==> src/efs_regs.vh <==
// Register map, field positions, reset values and timing for the encoder supervisor
`ifndef EFS_REGS_VH
`define EFS_REGS_VH

// Register byte offsets
`define EFS_CTRL 8'h00
`define EFS_PULSES_PER_REV 8'h04
`define EFS_STOP_SEL 8'h08
`define EFS_MONITOR_DIV 8'h0c
`define EFS_OVERSPEED_LEVEL 8'h10
`define EFS_OVERSPEED_DELAY 8'h14
`define EFS_DEVIATION_LEVEL 8'h18
`define EFS_DEVIATION_DELAY 8'h1c
`define EFS_MOTOR_TEETH 8'h20
`define EFS_LOAD_TEETH 8'h24
`define EFS_OPEN_TIME 8'h28
`define EFS_AGREE_WIDTH 8'h2c
`define EFS_MAX_SPEED 8'h30
`define EFS_STATUS 8'h34
`define EFS_SPEED 8'h38

// Control fields
`define EFS_CTRL_INTEG_BIT 0
`define EFS_CTRL_DIR_BIT 1
// Stop selection fields
`define EFS_SEL_OPEN_LSB 0
`define EFS_SEL_OVER_LSB 2
`define EFS_SEL_DEV_LSB 4
// Status fields
`define EFS_ST_OVER_BIT 0
`define EFS_ST_DEV_BIT 1
`define EFS_ST_OPEN_BIT 2
`define EFS_ST_AGREE_BIT 3
`define EFS_ST_REV_BIT 4
`define EFS_ST_STOPREQ_BIT 5
`define EFS_ST_METHOD_LSB 6

// Reset values
`define EFS_RST_INTEG 1'h0
`define EFS_RST_DIR 1'h0
`define EFS_RST_PPR 16'h0258
`define EFS_RST_OPEN_SEL 2'h1
`define EFS_RST_OVER_SEL 2'h1
`define EFS_RST_DEV_SEL 2'h3
`define EFS_RST_DIV 8'h01
`define EFS_RST_OVER_LEVEL 8'h73
`define EFS_RST_OVER_DELAY 8'h00
`define EFS_RST_DEV_LEVEL 8'h0a
`define EFS_RST_DEV_DELAY 8'h05
`define EFS_RST_TEETH 10'h000
`define EFS_RST_OPEN_TIME 8'h14
`define EFS_RST_AGREE 16'h001e
`define EFS_RST_MAX_SPEED 16'h0708

// Setting limits
`define EFS_MAX_PPR 16'hea60
`define EFS_MAX_TEETH 10'h3e8
`define EFS_MAX_OVER_LEVEL 8'h78
`define EFS_MAX_OVER_DELAY 8'h14
`define EFS_MAX_DEV_LEVEL 8'h32
`define EFS_MAX_LONG_DELAY 8'h64
`define EFS_MAX_DIV 8'h84
`define EFS_DIV_N_STEP 8'h64
`define EFS_MIN_REF_PCT 8'h01

// Stop methods
`define EFS_STOP_RAMP 2'h0
`define EFS_STOP_COAST 2'h1
`define EFS_STOP_FAST 2'h2
`define EFS_STOP_CONT 2'h3

// Timing: one gate/timer tick is 0.1 s
`define EFS_TICK_NS 100000000
`define EFS_CLK_NS 25
`define EFS_TICK_CYCLES (`EFS_TICK_NS / `EFS_CLK_NS)
`define EFS_RPM_SCALE 36'h258
`define EFS_PCT_SCALE 32'h64

`endif

==> src/efs_pulse_div.v <==
// Pulse monitor divider: passes (1+n)/m of the encoder pulses
`timescale 1ns/10ps
module efs_pulse_div (
  input wire clk_in,
  input wire sys_rst_in,
  input wire phase_a_in,
  input wire a_rise_in,
  input wire two_phase_card_in,
  input wire [7:0] ratio_in,
  output reg monitor_out
);
  `include "efs_regs.vh"

  reg [5:0] acc;
  reg pass;
  reg [1:0] num;
  reg [5:0] den;
  reg [6:0] sum;
  reg [7:0] m_digits;
  reg [6:0] left;

  // Split the setting into the n and m digits
  always @* begin
    num = 2'h1;
    den = 6'h01;
    m_digits = ratio_in;
    if (two_phase_card_in) begin
      if (ratio_in >= `EFS_DIV_N_STEP) begin
        num = 2'h2;
        m_digits = ratio_in - `EFS_DIV_N_STEP;
      end
      den = m_digits > 8'h20 ? 6'h20 : m_digits[5:0];
      if (den == 6'h00) begin
        den = 6'h01;
      end
    end
    sum = {1'b0, acc} + {5'h00, num};
    left = sum - {1'b0, den};
  end

  always @(posedge clk_in) begin
    if (sys_rst_in) begin
      acc <= 6'h00;
      pass <= 1'b0;
      monitor_out <= 1'b0;
    end else begin
      if (a_rise_in) begin
        // Ratio never above one: at most one output per input pulse
        if (sum >= {1'b0, den}) begin
          pass <= 1'b1;
          acc <= (left >= {1'b0, den}) ? 6'h00 : left[5:0];
        end else begin
          pass <= 1'b0;
          acc <= sum[5:0];
        end
      end
      monitor_out <= phase_a_in & (a_rise_in ? (sum >= {1'b0, den}) : pass);
    end
  end
endmodule

==> src/efs_top.v <==
// Encoder feedback supervisor: speed, monitor output, fault timers, stop selection
//
// Function
// - Monitor output divides encoder pulses by (1+n)/m
// - Divider setting 1..132, ratio 1/32..1, default 1
// - Division only with two-phase card fitted
// - Integral suspended during ramps when selection zero
// - Overspeed when above level longer than delay
// - Overspeed delay settable 0.0 to 2.0 s
// - Overspeed fault stops with overspeed stop selection
// - Deviation when gap exceeds level past delay
// - Deviation armed only after speed agreement
// - Deviation fault acts per deviation stop selection
// - Open circuit when running, feedback missing too long
// - Speed rpm equals pulses times 60 over ppr
// - Zero teeth setting gives unity gear ratio
// - Stop codes ramp, coast, fast, continue
// - Open circuit stop selection defaults to coast
// - Rotation selection picks leading phase as forward
// - Pulses per revolution 0..60000, default 600
//
// The address map and the Avalon-MM slave port were decided locally.
`timescale 1ns/10ps
`include "efs_regs.vh"
module efs_top #(
  parameter TICK_CYCLES = `EFS_TICK_CYCLES
) (
  input wire clk_in,
  input wire sys_rst_in,
  input wire [7:0] avs_address_in,
  input wire avs_read_in,
  input wire avs_write_in,
  input wire [31:0] avs_writedata_in,
  output reg [31:0] avs_readdata_out,
  output reg avs_waitrequest_out,
  input wire phase_a_in,
  input wire phase_b_in,
  input wire two_phase_card_in,
  input wire run_in,
  input wire dc_brake_in,
  input wire ramping_in,
  input wire [15:0] ref_speed_in,
  output reg monitor_pulse_out,
  output reg integral_enable_out,
  output reg reverse_out,
  output reg [15:0] motor_speed_out,
  output reg overspeed_fault_out,
  output reg speed_deviation_fault_out,
  output reg encoder_open_circuit_out,
  output reg speed_agree_out,
  output reg stop_request_out,
  output reg [1:0] stop_method_out
);
  function [15:0] abs_diff;
    input [15:0] a;
    input [15:0] b;
    begin
      abs_diff = (a > b) ? (a - b) : (b - a);
    end
  endfunction

  // True when value is above pct percent of full scale
  function above_pct;
    input [15:0] value;
    input [7:0] pct;
    input [15:0] full;
    begin
      above_pct = ({16'h0000, value} * `EFS_PCT_SCALE) > ({24'h000000, pct} * {16'h0000, full});
    end
  endfunction

  function [7:0] clamp8;
    input [31:0] value;
    input [7:0] limit;
    begin
      clamp8 = (value > {24'h000000, limit}) ? limit : value[7:0];
    end
  endfunction

  // Delay timer in ticks: restarts whenever its condition clears
  function [7:0] next_timer;
    input [7:0] cnt;
    input cond;
    input tick;
    begin
      if (!cond) begin
        next_timer = 8'h00;
      end else if (tick && cnt != 8'hff) begin
        next_timer = cnt + 8'h01;
      end else begin
        next_timer = cnt;
      end
    end
  endfunction

  // Settings
  reg integ_sel;
  reg dir_sel;
  reg [15:0] ppr;
  reg [1:0] open_sel;
  reg [1:0] over_sel;
  reg [1:0] dev_sel;
  reg [7:0] div_ratio;
  reg [7:0] over_level;
  reg [7:0] over_delay;
  reg [7:0] dev_level;
  reg [7:0] dev_delay;
  reg [9:0] motor_teeth;
  reg [9:0] load_teeth;
  reg [7:0] open_time;
  reg [15:0] agree_width;
  reg [15:0] max_speed;

  // Bus slave: request waits one cycle, answered on the second edge
  wire bus_req = avs_read_in | avs_write_in;
  wire bus_wr = avs_write_in & ~avs_waitrequest_out;
  wire [31:0] wd = avs_writedata_in;
  wire status_clr = bus_wr && avs_address_in == `EFS_STATUS;
  reg [31:0] next_rdata;

  always @* begin
    next_rdata = 32'h00000000;
    case (avs_address_in)
      `EFS_CTRL: next_rdata = {30'h0, dir_sel, integ_sel};
      `EFS_PULSES_PER_REV: next_rdata = {16'h0000, ppr};
      `EFS_STOP_SEL: next_rdata = {26'h0, dev_sel, over_sel, open_sel};
      `EFS_MONITOR_DIV: next_rdata = {24'h0, div_ratio};
      `EFS_OVERSPEED_LEVEL: next_rdata = {24'h0, over_level};
      `EFS_OVERSPEED_DELAY: next_rdata = {24'h0, over_delay};
      `EFS_DEVIATION_LEVEL: next_rdata = {24'h0, dev_level};
      `EFS_DEVIATION_DELAY: next_rdata = {24'h0, dev_delay};
      `EFS_MOTOR_TEETH: next_rdata = {22'h0, motor_teeth};
      `EFS_LOAD_TEETH: next_rdata = {22'h0, load_teeth};
      `EFS_OPEN_TIME: next_rdata = {24'h0, open_time};
      `EFS_AGREE_WIDTH: next_rdata = {16'h0000, agree_width};
      `EFS_MAX_SPEED: next_rdata = {16'h0000, max_speed};
      `EFS_STATUS: next_rdata = {24'h0, stop_method_out, stop_request_out, reverse_out,
        speed_agree_out, encoder_open_circuit_out, speed_deviation_fault_out,
        overspeed_fault_out};
      `EFS_SPEED: next_rdata = {16'h0000, motor_speed_out};
      default: next_rdata = 32'h00000000;
    endcase
  end

  always @(posedge clk_in) begin
    if (sys_rst_in) begin
      avs_waitrequest_out <= 1'b1;
      avs_readdata_out <= 32'h00000000;
      integ_sel <= `EFS_RST_INTEG;
      dir_sel <= `EFS_RST_DIR;
      ppr <= `EFS_RST_PPR;
      open_sel <= `EFS_RST_OPEN_SEL;
      over_sel <= `EFS_RST_OVER_SEL;
      dev_sel <= `EFS_RST_DEV_SEL;
      div_ratio <= `EFS_RST_DIV;
      over_level <= `EFS_RST_OVER_LEVEL;
      over_delay <= `EFS_RST_OVER_DELAY;
      dev_level <= `EFS_RST_DEV_LEVEL;
      dev_delay <= `EFS_RST_DEV_DELAY;
      motor_teeth <= `EFS_RST_TEETH;
      load_teeth <= `EFS_RST_TEETH;
      open_time <= `EFS_RST_OPEN_TIME;
      agree_width <= `EFS_RST_AGREE;
      max_speed <= `EFS_RST_MAX_SPEED;
    end else begin
      avs_waitrequest_out <= ~(bus_req & avs_waitrequest_out);
      if (bus_req & avs_waitrequest_out) begin
        avs_readdata_out <= avs_read_in ? next_rdata : 32'h00000000;
      end
      if (bus_wr) begin
        case (avs_address_in)
          `EFS_CTRL: begin
            integ_sel <= wd[`EFS_CTRL_INTEG_BIT];
            dir_sel <= wd[`EFS_CTRL_DIR_BIT];
          end
          `EFS_PULSES_PER_REV: ppr <= (wd > {16'h0, `EFS_MAX_PPR}) ? `EFS_MAX_PPR : wd[15:0];
          `EFS_STOP_SEL: begin
            open_sel <= wd[`EFS_SEL_OPEN_LSB +: 2];
            over_sel <= wd[`EFS_SEL_OVER_LSB +: 2];
            dev_sel <= wd[`EFS_SEL_DEV_LSB +: 2];
          end
          `EFS_MONITOR_DIV: begin
            if (wd >= 32'h1 && wd <= {24'h0, `EFS_MAX_DIV}) begin
              div_ratio <= wd[7:0];
            end
          end
          `EFS_OVERSPEED_LEVEL: over_level <= clamp8(wd, `EFS_MAX_OVER_LEVEL);
          `EFS_OVERSPEED_DELAY: over_delay <= clamp8(wd, `EFS_MAX_OVER_DELAY);
          `EFS_DEVIATION_LEVEL: dev_level <= clamp8(wd, `EFS_MAX_DEV_LEVEL);
          `EFS_DEVIATION_DELAY: dev_delay <= clamp8(wd, `EFS_MAX_LONG_DELAY);
          `EFS_MOTOR_TEETH: motor_teeth <= (wd > {22'h0, `EFS_MAX_TEETH}) ? `EFS_MAX_TEETH : wd[9:0];
          `EFS_LOAD_TEETH: load_teeth <= (wd > {22'h0, `EFS_MAX_TEETH}) ? `EFS_MAX_TEETH : wd[9:0];
          `EFS_OPEN_TIME: open_time <= clamp8(wd, `EFS_MAX_LONG_DELAY);
          `EFS_AGREE_WIDTH: agree_width <= wd[15:0];
          `EFS_MAX_SPEED: max_speed <= wd[15:0];
          default: ;
        endcase
      end
    end
  end

  // Encoder edges and direction
  reg a_prev;
  wire a_rise = phase_a_in & ~a_prev;
  reg [31:0] tick_cnt;
  wire tick = (tick_cnt == TICK_CYCLES - 1);
  reg [15:0] gate_cnt;
  reg [15:0] gate_last;

  always @(posedge clk_in) begin
    if (sys_rst_in) begin
      // Start from the pin level so reset makes no false edge
      a_prev <= phase_a_in;
      tick_cnt <= 32'h00000000;
      gate_cnt <= 16'h0000;
      gate_last <= 16'h0000;
      reverse_out <= 1'b0;
    end else begin
      a_prev <= phase_a_in;
      tick_cnt <= tick ? 32'h00000000 : tick_cnt + 32'h00000001;
      if (tick) begin
        gate_last <= gate_cnt;
        gate_cnt <= {15'h0000, a_rise};
      end else if (a_rise && gate_cnt != 16'hffff) begin
        gate_cnt <= gate_cnt + 16'h0001;
      end
      // B low at A rise means A leads
      if (a_rise) begin
        reverse_out <= two_phase_card_in & (phase_b_in ^ dir_sel);
      end
    end
  end

  // Speed: pulses per gate x 600 / ppr x load / motor, sequential divide
  wire unity_gear = (motor_teeth == 10'h000) || (load_teeth == 10'h000);
  wire [35:0] load_eff = unity_gear ? 36'h1 : {26'h0, load_teeth};
  wire [25:0] motor_eff = unity_gear ? 26'h1 : {16'h0, motor_teeth};
  wire [35:0] numer = {20'h0, gate_last} * `EFS_RPM_SCALE * load_eff;
  wire [25:0] denom = {10'h0, ppr} * motor_eff;
  reg [35:0] div_quo;
  reg [36:0] div_rem;
  reg [25:0] div_den;
  reg [5:0] div_cnt;
  reg div_busy;
  reg start_div;
  wire [36:0] rem_sh = {div_rem[35:0], div_quo[35]};
  wire rem_ge = rem_sh >= {11'h000, div_den};

  always @(posedge clk_in) begin
    if (sys_rst_in) begin
      start_div <= 1'b0;
      div_busy <= 1'b0;
      div_quo <= 36'h0;
      div_rem <= 37'h0;
      div_den <= 26'h0;
      div_cnt <= 6'h00;
      motor_speed_out <= 16'h0000;
    end else begin
      start_div <= tick;
      if (start_div) begin
        if (denom == 26'h0) begin
          motor_speed_out <= 16'h0000;
        end else begin
          div_busy <= 1'b1;
          div_quo <= numer;
          div_rem <= 37'h0;
          div_den <= denom;
          div_cnt <= 6'h00;
        end
      end else if (div_busy) begin
        div_rem <= rem_ge ? rem_sh - {11'h000, div_den} : rem_sh;
        div_quo <= {div_quo[34:0], rem_ge};
        div_cnt <= div_cnt + 6'h01;
        if (div_cnt == 6'h23) begin
          div_busy <= 1'b0;
          motor_speed_out <= (div_quo[34:15] != 20'h0) ? 16'hffff : {div_quo[14:0], rem_ge};
        end
      end
    end
  end

  // Fault detection
  wire [15:0] gap = abs_diff(ref_speed_in, motor_speed_out);
  wire over_cond = above_pct(motor_speed_out, over_level, max_speed);
  wire agree_now = run_in && gap <= agree_width;
  reg dev_armed;
  wire dev_cond = dev_armed && above_pct(gap, dev_level, max_speed);
  wire ref_ok = ({16'h0, ref_speed_in} * `EFS_PCT_SCALE) >=
    ({24'h0, `EFS_MIN_REF_PCT} * {16'h0, max_speed});
  wire open_cond = run_in && !dc_brake_in && ref_ok && gate_last == 16'h0000;
  wire mon_pulse;
  reg [7:0] over_tmr;
  reg [7:0] dev_tmr;
  reg [7:0] open_tmr;
  wire over_set = over_cond && over_tmr >= over_delay;
  wire dev_set = dev_cond && dev_tmr >= dev_delay;
  wire open_set = open_cond && open_tmr >= open_time;

  // Harshest stop method among the active faults
  reg [1:0] next_method;
  always @* begin
    next_method = `EFS_STOP_CONT;
    if (overspeed_fault_out && over_sel != `EFS_STOP_CONT) begin
      next_method = over_sel;
    end
    if (encoder_open_circuit_out && open_sel != `EFS_STOP_CONT &&
        (next_method == `EFS_STOP_CONT || open_sel == `EFS_STOP_COAST ||
        (open_sel == `EFS_STOP_FAST && next_method == `EFS_STOP_RAMP))) begin
      next_method = open_sel;
    end
    if (speed_deviation_fault_out && dev_sel != `EFS_STOP_CONT &&
        (next_method == `EFS_STOP_CONT || dev_sel == `EFS_STOP_COAST ||
        (dev_sel == `EFS_STOP_FAST && next_method == `EFS_STOP_RAMP))) begin
      next_method = dev_sel;
    end
  end

  always @(posedge clk_in) begin
    if (sys_rst_in) begin
      dev_armed <= 1'b0;
      over_tmr <= 8'h00;
      dev_tmr <= 8'h00;
      open_tmr <= 8'h00;
      overspeed_fault_out <= 1'b0;
      speed_deviation_fault_out <= 1'b0;
      encoder_open_circuit_out <= 1'b0;
      speed_agree_out <= 1'b0;
      stop_request_out <= 1'b0;
      stop_method_out <= `EFS_STOP_CONT;
      integral_enable_out <= 1'b0;
      monitor_pulse_out <= 1'b0;
    end else begin
      dev_armed <= run_in && (dev_armed || agree_now);
      speed_agree_out <= agree_now;
      over_tmr <= next_timer(over_tmr, over_cond, tick);
      dev_tmr <= next_timer(dev_tmr, dev_cond, tick);
      open_tmr <= next_timer(open_tmr, open_cond, tick);
      // Sticky faults; a new event wins over a clear in the same cycle
      overspeed_fault_out <= over_set |
        (overspeed_fault_out & ~(status_clr & wd[`EFS_ST_OVER_BIT]));
      speed_deviation_fault_out <= dev_set |
        (speed_deviation_fault_out & ~(status_clr & wd[`EFS_ST_DEV_BIT]));
      encoder_open_circuit_out <= open_set |
        (encoder_open_circuit_out & ~(status_clr & wd[`EFS_ST_OPEN_BIT]));
      stop_method_out <= next_method;
      stop_request_out <= (next_method != `EFS_STOP_CONT);
      integral_enable_out <= integ_sel | ~ramping_in;
      monitor_pulse_out <= mon_pulse;
    end
  end

  efs_pulse_div u_div (
    .clk_in(clk_in),
    .sys_rst_in(sys_rst_in),
    .phase_a_in(phase_a_in),
    .a_rise_in(a_rise),
    .two_phase_card_in(two_phase_card_in),
    .ratio_in(div_ratio),
    .monitor_out(mon_pulse)
  );
endmodule

==> config.mk <==
export PLATFORM = sky130hd
export DESIGN_NAME = efs_top
export DESIGN_NICKNAME = d
export VERILOG_FILES = /design/src/efs_pulse_div.v /design/src/efs_top.v
export VERILOG_INCLUDE_DIRS = /design/src /design/src/src
export SDC_FILE = /design/constraint.sdc
export NUM_CORES = 2
export LEC_CHECK = 0
export ABC_AREA = 1
export BUFFER_PORTS_ARGS = -buffer_cell sky130_fd_sc_hd__buf_2
export CAP_MARGIN = 20
export CELL_PAD_IN_SITES_DETAIL_PLACEMENT = 2
export CELL_PAD_IN_SITES_GLOBAL_PLACEMENT = 2
export CORE_UTILIZATION = 38
export DETAILED_ROUTE_END_ITERATION = 6
export PLACE_DENSITY = 0.82
export SETUP_SLACK_MARGIN = 0.05
export SLEW_MARGIN = 10
export SYNTH_ARGS = -nofsm -noshare
export SYNTH_HDL_FRONTEND = slang
export SYNTH_SLANG_ARGS = --single-unit
export TNS_END_PERCENT = 30
==> constraint.sdc <==
create_clock -name clk_in -period 10.3 [get_ports clk_in]
set_input_delay 2.575 -clock clk_in [delete_from_list [all_inputs] [get_ports clk_in]]
set_output_delay 2.575 -clock clk_in [all_outputs]
set_load 0.05 [all_outputs]
* Word-level counts from Yosys, hierarchy flattened
Cells that the tools add are included.
Operators by class: add/sub/neg operators 12, multipliers 8, divide/modulo/power cells 0, $lt $le $gt $ge 21, equal/unequal tests 32, shift operators 0, multiplexer cells 46, bitwise operators 28, reductions and logical operators 61
Operators by type and width (number):
- $mux W36 | 7
- $pmux W16 S15 | 1
- $mux W16 | 7
- $gt A32 B7 Y1 const B | 2
- $mul A16 B5 Y21 const B | 3
- $eq A8 B6 Y1 const B | 7
- $gt A23 B24 Y1 | 2
- $mul A8 B16 Y24 | 2
- $mux W6 | 8
- $mux W8 | 6
- $ge A37 B26 Y1 | 1
- $sub A36 B26 Y36 | 1
- $mul A23 B10 Y33 | 1
- $add A32 B1 Y32 const B | 1
- $eq A32 B22 Y1 const B | 1
- $eq A8 B5 Y1 const B | 4
- $ge A32 B1 Y1 const B | 1
- $gt A32 B10 Y1 const B | 1
- $gt A32 B16 Y1 const B | 1
- $gt A32 B5 Y1 const B | 1
- $gt A32 B6 Y1 const B | 1
- $le A32 B8 Y1 const B | 1
- $mux W32 | 1
- $sub A16 B16 Y16 | 2
- 45 further kinds | 145
Word-level totals: register bits after elaboration 387, latch bits 0, bits in writable memories 0, bits in read-only memories 0, bits of input ports 66, output and inout bits 59, word-level logic and storage cells 254, memories 0

* Longest topological paths before layout
depth after elaboration 14, gate-level depth with buffers 47, gate-level depth less buffers 45

* Hierarchy
A second synthesis with hierarchy kept.
Second synthesis, totals: cell total of the unflattened synthesis 7327, area, all modules 51390.5 um2
Modules (own cells, without submodules):
- efs_top | instances 1, cells each 7124, area each 50069.3 um2
- efs_pulse_div | instances 1, cells each 203, area each 1321.3 um2

* Least setup slack after synthesis
Ideal clock, no wire load.
path type in2reg, start input port ref_speed_in[0], end register speed_deviation_fault_out, library setup time 124 ps, data arrival time 8455 ps, data required time 10176 ps, slack 1720 ps, stages on the path 43, cells stage by stage inv_1 > ha_1 > inv_1 > fa_1 > nand2_1 > nand2_1 > a21o_1 > nand2_1 > nand2_1 > a21oi_1 > o21ai_1 > a21boi_1 > inv_1 > nand2_2 > buf_2 > nand2_1 > nand2_1 > inv_1 > [... 7 more ...] > a31oi_1 > o21ai_0 > a21boi_0 > o21ai_0 > nand2_1 > nand2_1 > nand2_1 > nand3b_1 > nand2_1 > inv_1 > ha_1 > nand3_1 > nor4_1 > nand2_1 > nand3_1 > nor2_1 > nand2_1 > o21ai_0
On the way: word-level cells in the longest chain between the ends 7, elaborated cells between the ends (all ways) 9, classes of those cells add/sub: 2; mul: 1; order compare: 2; mux: 1; bitwise: 1; reduce/logical: 2
RTL lines:
- start, declared | RTL line efs_top.v:42 | input wire [15:0] ref_speed_in,
- $sub A16 B16 Y16 or $gt A16 B16 Y1 (tied branches) | RTL line efs_top.v:58 | abs_diff = (a > b) ? (a - b) : (b - a);
- $mux W16 (*) | RTL line efs_top.v:58
- $mul A16 B5 Y21 (no line) (*)
- $gt A23 B24 Y1 (*) | RTL line efs_top.v:68 | above_pct = ({16'h0000, value} * `EFS_PCT_SCALE) > ({24'h000000, pct} * {16'h0000, full});
- $logic_and A1 B1 Y1 (*) | RTL line efs_top.v:287 | wire dev_cond = dev_armed && above_pct(gap, dev_level, max_speed);
- $logic_and A1 B1 Y1 (*) | RTL line efs_top.v:296 | wire dev_set = dev_cond && dev_tmr >= dev_delay;
- $or A1 B1 Y1 (*) | RTL line efs_top.v:341 | speed_deviation_fault_out <= dev_set |
- end signal, assigned | RTL line efs_top.v:341
- end, declared | RTL line efs_top.v:48 | output reg speed_deviation_fault_out,
Every way passes the cells marked *; elsewhere a longest branch is shown, timed or not. A chain may end at the register's enable or synchronous reset.

* Worst setup path after layout
start register gate_last[4], end register div_quo[26]
On the way: word-level cells in the longest chain between the ends 4
RTL lines:
- start, declared | RTL line efs_top.v:208 | reg [15:0] gate_last;
- start signal, assigned | RTL line efs_top.v:222 | gate_last <= gate_cnt;
- $mul A16 B7 Y23 (no line)
- $mul A23 B10 Y33 | RTL line efs_top.v:238 | wire [35:0] numer = {20'h0, gate_last} * `EFS_RPM_SCALE * load_eff;
- $mux W36 | RTL line efs_top.v:261 | if (denom == 26'h0) begin
- $mux W36 | RTL line efs_top.v:260 | if (start_div) begin
- end signal, assigned | RTL line efs_top.v:265 | div_quo <= numer;
- end signal, assigned | RTL line efs_top.v:272 | div_quo <= {div_quo[34:0], rem_ge};
- end, declared | RTL line efs_top.v:240 | reg [35:0] div_quo;
No other way between the ends. The select of a mux whose other input is x is not followed.

==> run_results.csv <==
group,metric,value,unit
run_status,outcome,"complete, but fails checks",
run_status,violations,"design-rule violations",
clocking,cts_tree,"yes",
final_layout,utilization,41.6,%
floorplanning,die_h,370,um
logic_synthesis,ys_seq_area_share,14.4,%
final_layout,layout_commonest_cell,"nand2_1",
logic_synthesis,synth_edf_count,0,
logic_synthesis,synth_cell_types,68,
timing,setup_viol,0,
logic_synthesis,yosys_warnings,0,
final_layout,area_delta_synth_final,8.16,%
floorplanning,io_pins,125,
grt,grt_pass1_vias,56500,
grt,grt_max_degree,67,
critical_path,critPathLaunchType,"flip-flop",
logic_synthesis,syn-mean-instance-area,7.04,um^2
grt,antenna_found_initial,16,
clocking,cts.htree.levels,2,
detailed_routing,drt-total-wl,219000,um
timing,finClkSkew,0.0397,ns
critical_path,crit_path_top_delay_cell,"fa_1",
critical_path,crit_required,10.83,ns
critical_path,crit_start,"gate_last[4]$_SDFFE_PP0P_",
final_layout,fin_nets,8507,
critical_path,worstSetupPathType,"flip-flop to flip-flop",
logic_synthesis,syn-cell-area,0.0514,mm^2
clocking,cts_buffer_depth,3,
floorplanning,dieArea,0.137,mm^2
grt,grtUsageTotal,31.9,%
detailed_routing,vias,50400,
timing,fmax,103,MHz
critical_path,slowest_delay,0.61,ns
detailed_routing,vias_per_cell,5.52,
floorplanning,fp.coreArea,0.134,mm^2
logic_synthesis,synthArstFlopShare,0,%
critical_path,cp_max_fo,6,
worst_hold_path,hp-start,"u_div.monitor_out$_SDFF_PP0_",
worst_hold_path,hold_path_class,"flip-flop to flip-flop",
clocking,insertion_delay,0.65,ns
pwr,p_leak,29.2,nW
pwr,power_density,84.3,mW/mm^2
detailed_routing,route.detailed.drc,6,
clocking,cts_setup_buffers,0,
final_layout,drive_gt1_share,5.19,%
placement,gp_congestion,0.954,
logic_synthesis,synthCells,7302,
placement,dp_hpwl,181000,um
timing,finalSetupTns,0,ns
floorplanning,num_rows,134,
timing,period_share,94.1,%
detailed_routing,firstDrtPassIters,7,
timing,grt_setup_unrepaired,"no",
timing,worst_pin_slew,1.11,ns
timing,slew_headroom,25.8,%
detailed_routing,ant_nets,0,
logic_synthesis,ys_seq_elements,371,
clocking,cts_buffers,49,
clocking,clock-root-buffer,"clkbuf_16",
floorplanning,die_w,370,um
critical_path,crit_arrival,10.22,ns
detailed_routing,drt_iter0_markers,2686,
floorplanning,initial_core_util,38.4,%
flow_run,cap_violations,0,
timing,period_minus_slack,9.69,ns
clocking,cts_sinks,371,
grt,grt_pass1_wl,337000,um
critical_path,r2r-start,"gate_last[4]$_SDFFE_PP0P_",
pwr,peakVddDrop,113,uV
detailed_routing,routed_wire_length_per_instance,24.0,um
final_layout,final_cell_mix,"nand2_1 (1512), inv_1 (1474), nor2_1 (677), ha_1 (611), fa_1 (505)",
logic_synthesis,synthFlopType,"dfxtp_1",
timing,finalMaxSlewViolations,0,
placement,io_buffers,108,
grt,gr-total-overflow,0,
clocking,cts.clk_slew.worst_paths,0.06,ns
critical_path,endpoint_kind,"flip-flop",
timing,finalHoldViolations,0,
-- per-layer routing --
metal  GRT usage [%]  part of all wire (%)  up-vias
met5               0                 0.031        -
met4            12.7                   4.2       10
met3            3.89                   5.5      448
met2            54.6                    48     1279
met1            40.7                    43    25700
li1                -                     -    23000
-- timing repair --
action / CTS / global route
setup endpoints to repair: 0 / 1
gates resized for setup: 0 / 1
hold endpoints to repair: 0 / 0
hold buffers: 0 / 0
-- synthesized netlist by cell type, types with 39 or more instances --
cell type,count,area [um^2]
nor3_1,59,295
o22ai_1,45,282
nor4_1,39,244
nand3_1,311,1560
nand2_1,1513,5680
fa_1,505,10100
o211ai_1,42,315
inv_1,1474,5530
clkbuf_1,177,664
dfxtp_1,371,7430
o21ai_0,305,1530
nand4_1,77,482
xor2_1,111,972
ha_1,611,7640
xnor2_1,77,674
nor2_1,682,2560
a21oi_1,481,2410
-- sequential cells by signal, indices dropped and copies added, names as in the netlist, 10 cells and up --
signal,cells
agree_width,16
avs_readdata_out,16
div_den,26
div_quo,36
div_rem,36
gate_cnt,16
gate_last,16
load_teeth,10
max_speed,16
motor_speed_out,16
motor_teeth,10
ppr,16
tick_cnt,32
-- final timing paths --
check / slack, ns / to / cells after the start
max reg2reg: 0.61 / div_quo[26]$_SDFFE_PP0P_ / 37
min reg2reg: 0.42 / monitor_pulse_out$_SDFF_PP0_ / 2
max: 0.61 / div_quo[26]$_SDFFE_PP0P_ / 37
min: 0.42 / monitor_pulse_out$_SDFF_PP0_ / 2
-- where the power goes --
part           total (mW)  switching, mW  internal [mW]
logic                1.32          0.832          0.485
clock network        1.93          0.770           1.16
registers            1.44        0.00431           1.44
-- critical path: cells and delay by family (launching register included) --
| kind | cells | cell delay (ns) |
|---|---|---|
| AOI/OAI and AO/OA | 8 | 1.65 |
| and+or+nand+nor | 12 | 1.79 |
| DFF | 1 | 0.52 |
| buffers and inverters | 6 | 0.60 |
| adders and majority gates | 11 | 5.05 |
-- metrics by stage --
stage | std cells | cell area, um^2 | hold slack [ns] | power (mW) | setup slack (ns)
2_1_floorplan | 7317 | 51500 | 0.388 | 2.40 | 1.72
3_3_place_gp | 9040 | 53800 | 0.409 | 2.70 | 0.350
3_5_place_dp | 9040 | 53800 | 0.414 | 2.79 | 0.159
4_1_cts | 9127 | 55600 | 0.425 | 4.72 | 0.548
5_1_grt | 9129 | 55600 | 0.438 | 4.94 | 0.155
6_report | 9131 | 55600 | 0.420 | 4.69 | 0.610
-- kinds of logic after synthesis --
group | Yosys count | synth area share, %
other | 1 | 0.00729
xor gates and xnor gates | 189 | 3.23
AOI/OAI and AO/OA | 1083 | 11.9
muxes | 6 | 0.122
DFF | 371 | 14.4
and+or+nand+nor | 2808 | 22.8
adders and majority gates | 1116 | 34.5
buffers and inverters | 1728 | 13.0
-- area by class of cell --
| cell class | instances | area (um^2) |
|---|---|---|
| Antenna cell | 2 | 5.00 |
| Clock buffer | 61 | 1350 |
| Clock inverter | 26 | 404 |
| Fill cell | 16100 | 78200 |
| Inverter | 1490 | 5600 |
| Multi-Input combinational cell | 5218 | 37400 |
| Sequential cell | 371 | 7430 |
| Tap cell | 1768 | 2210 |
| Timing Repair Buffer | 195 | 1200 |
No activity file was read; power rests on OpenSTA's default activity.
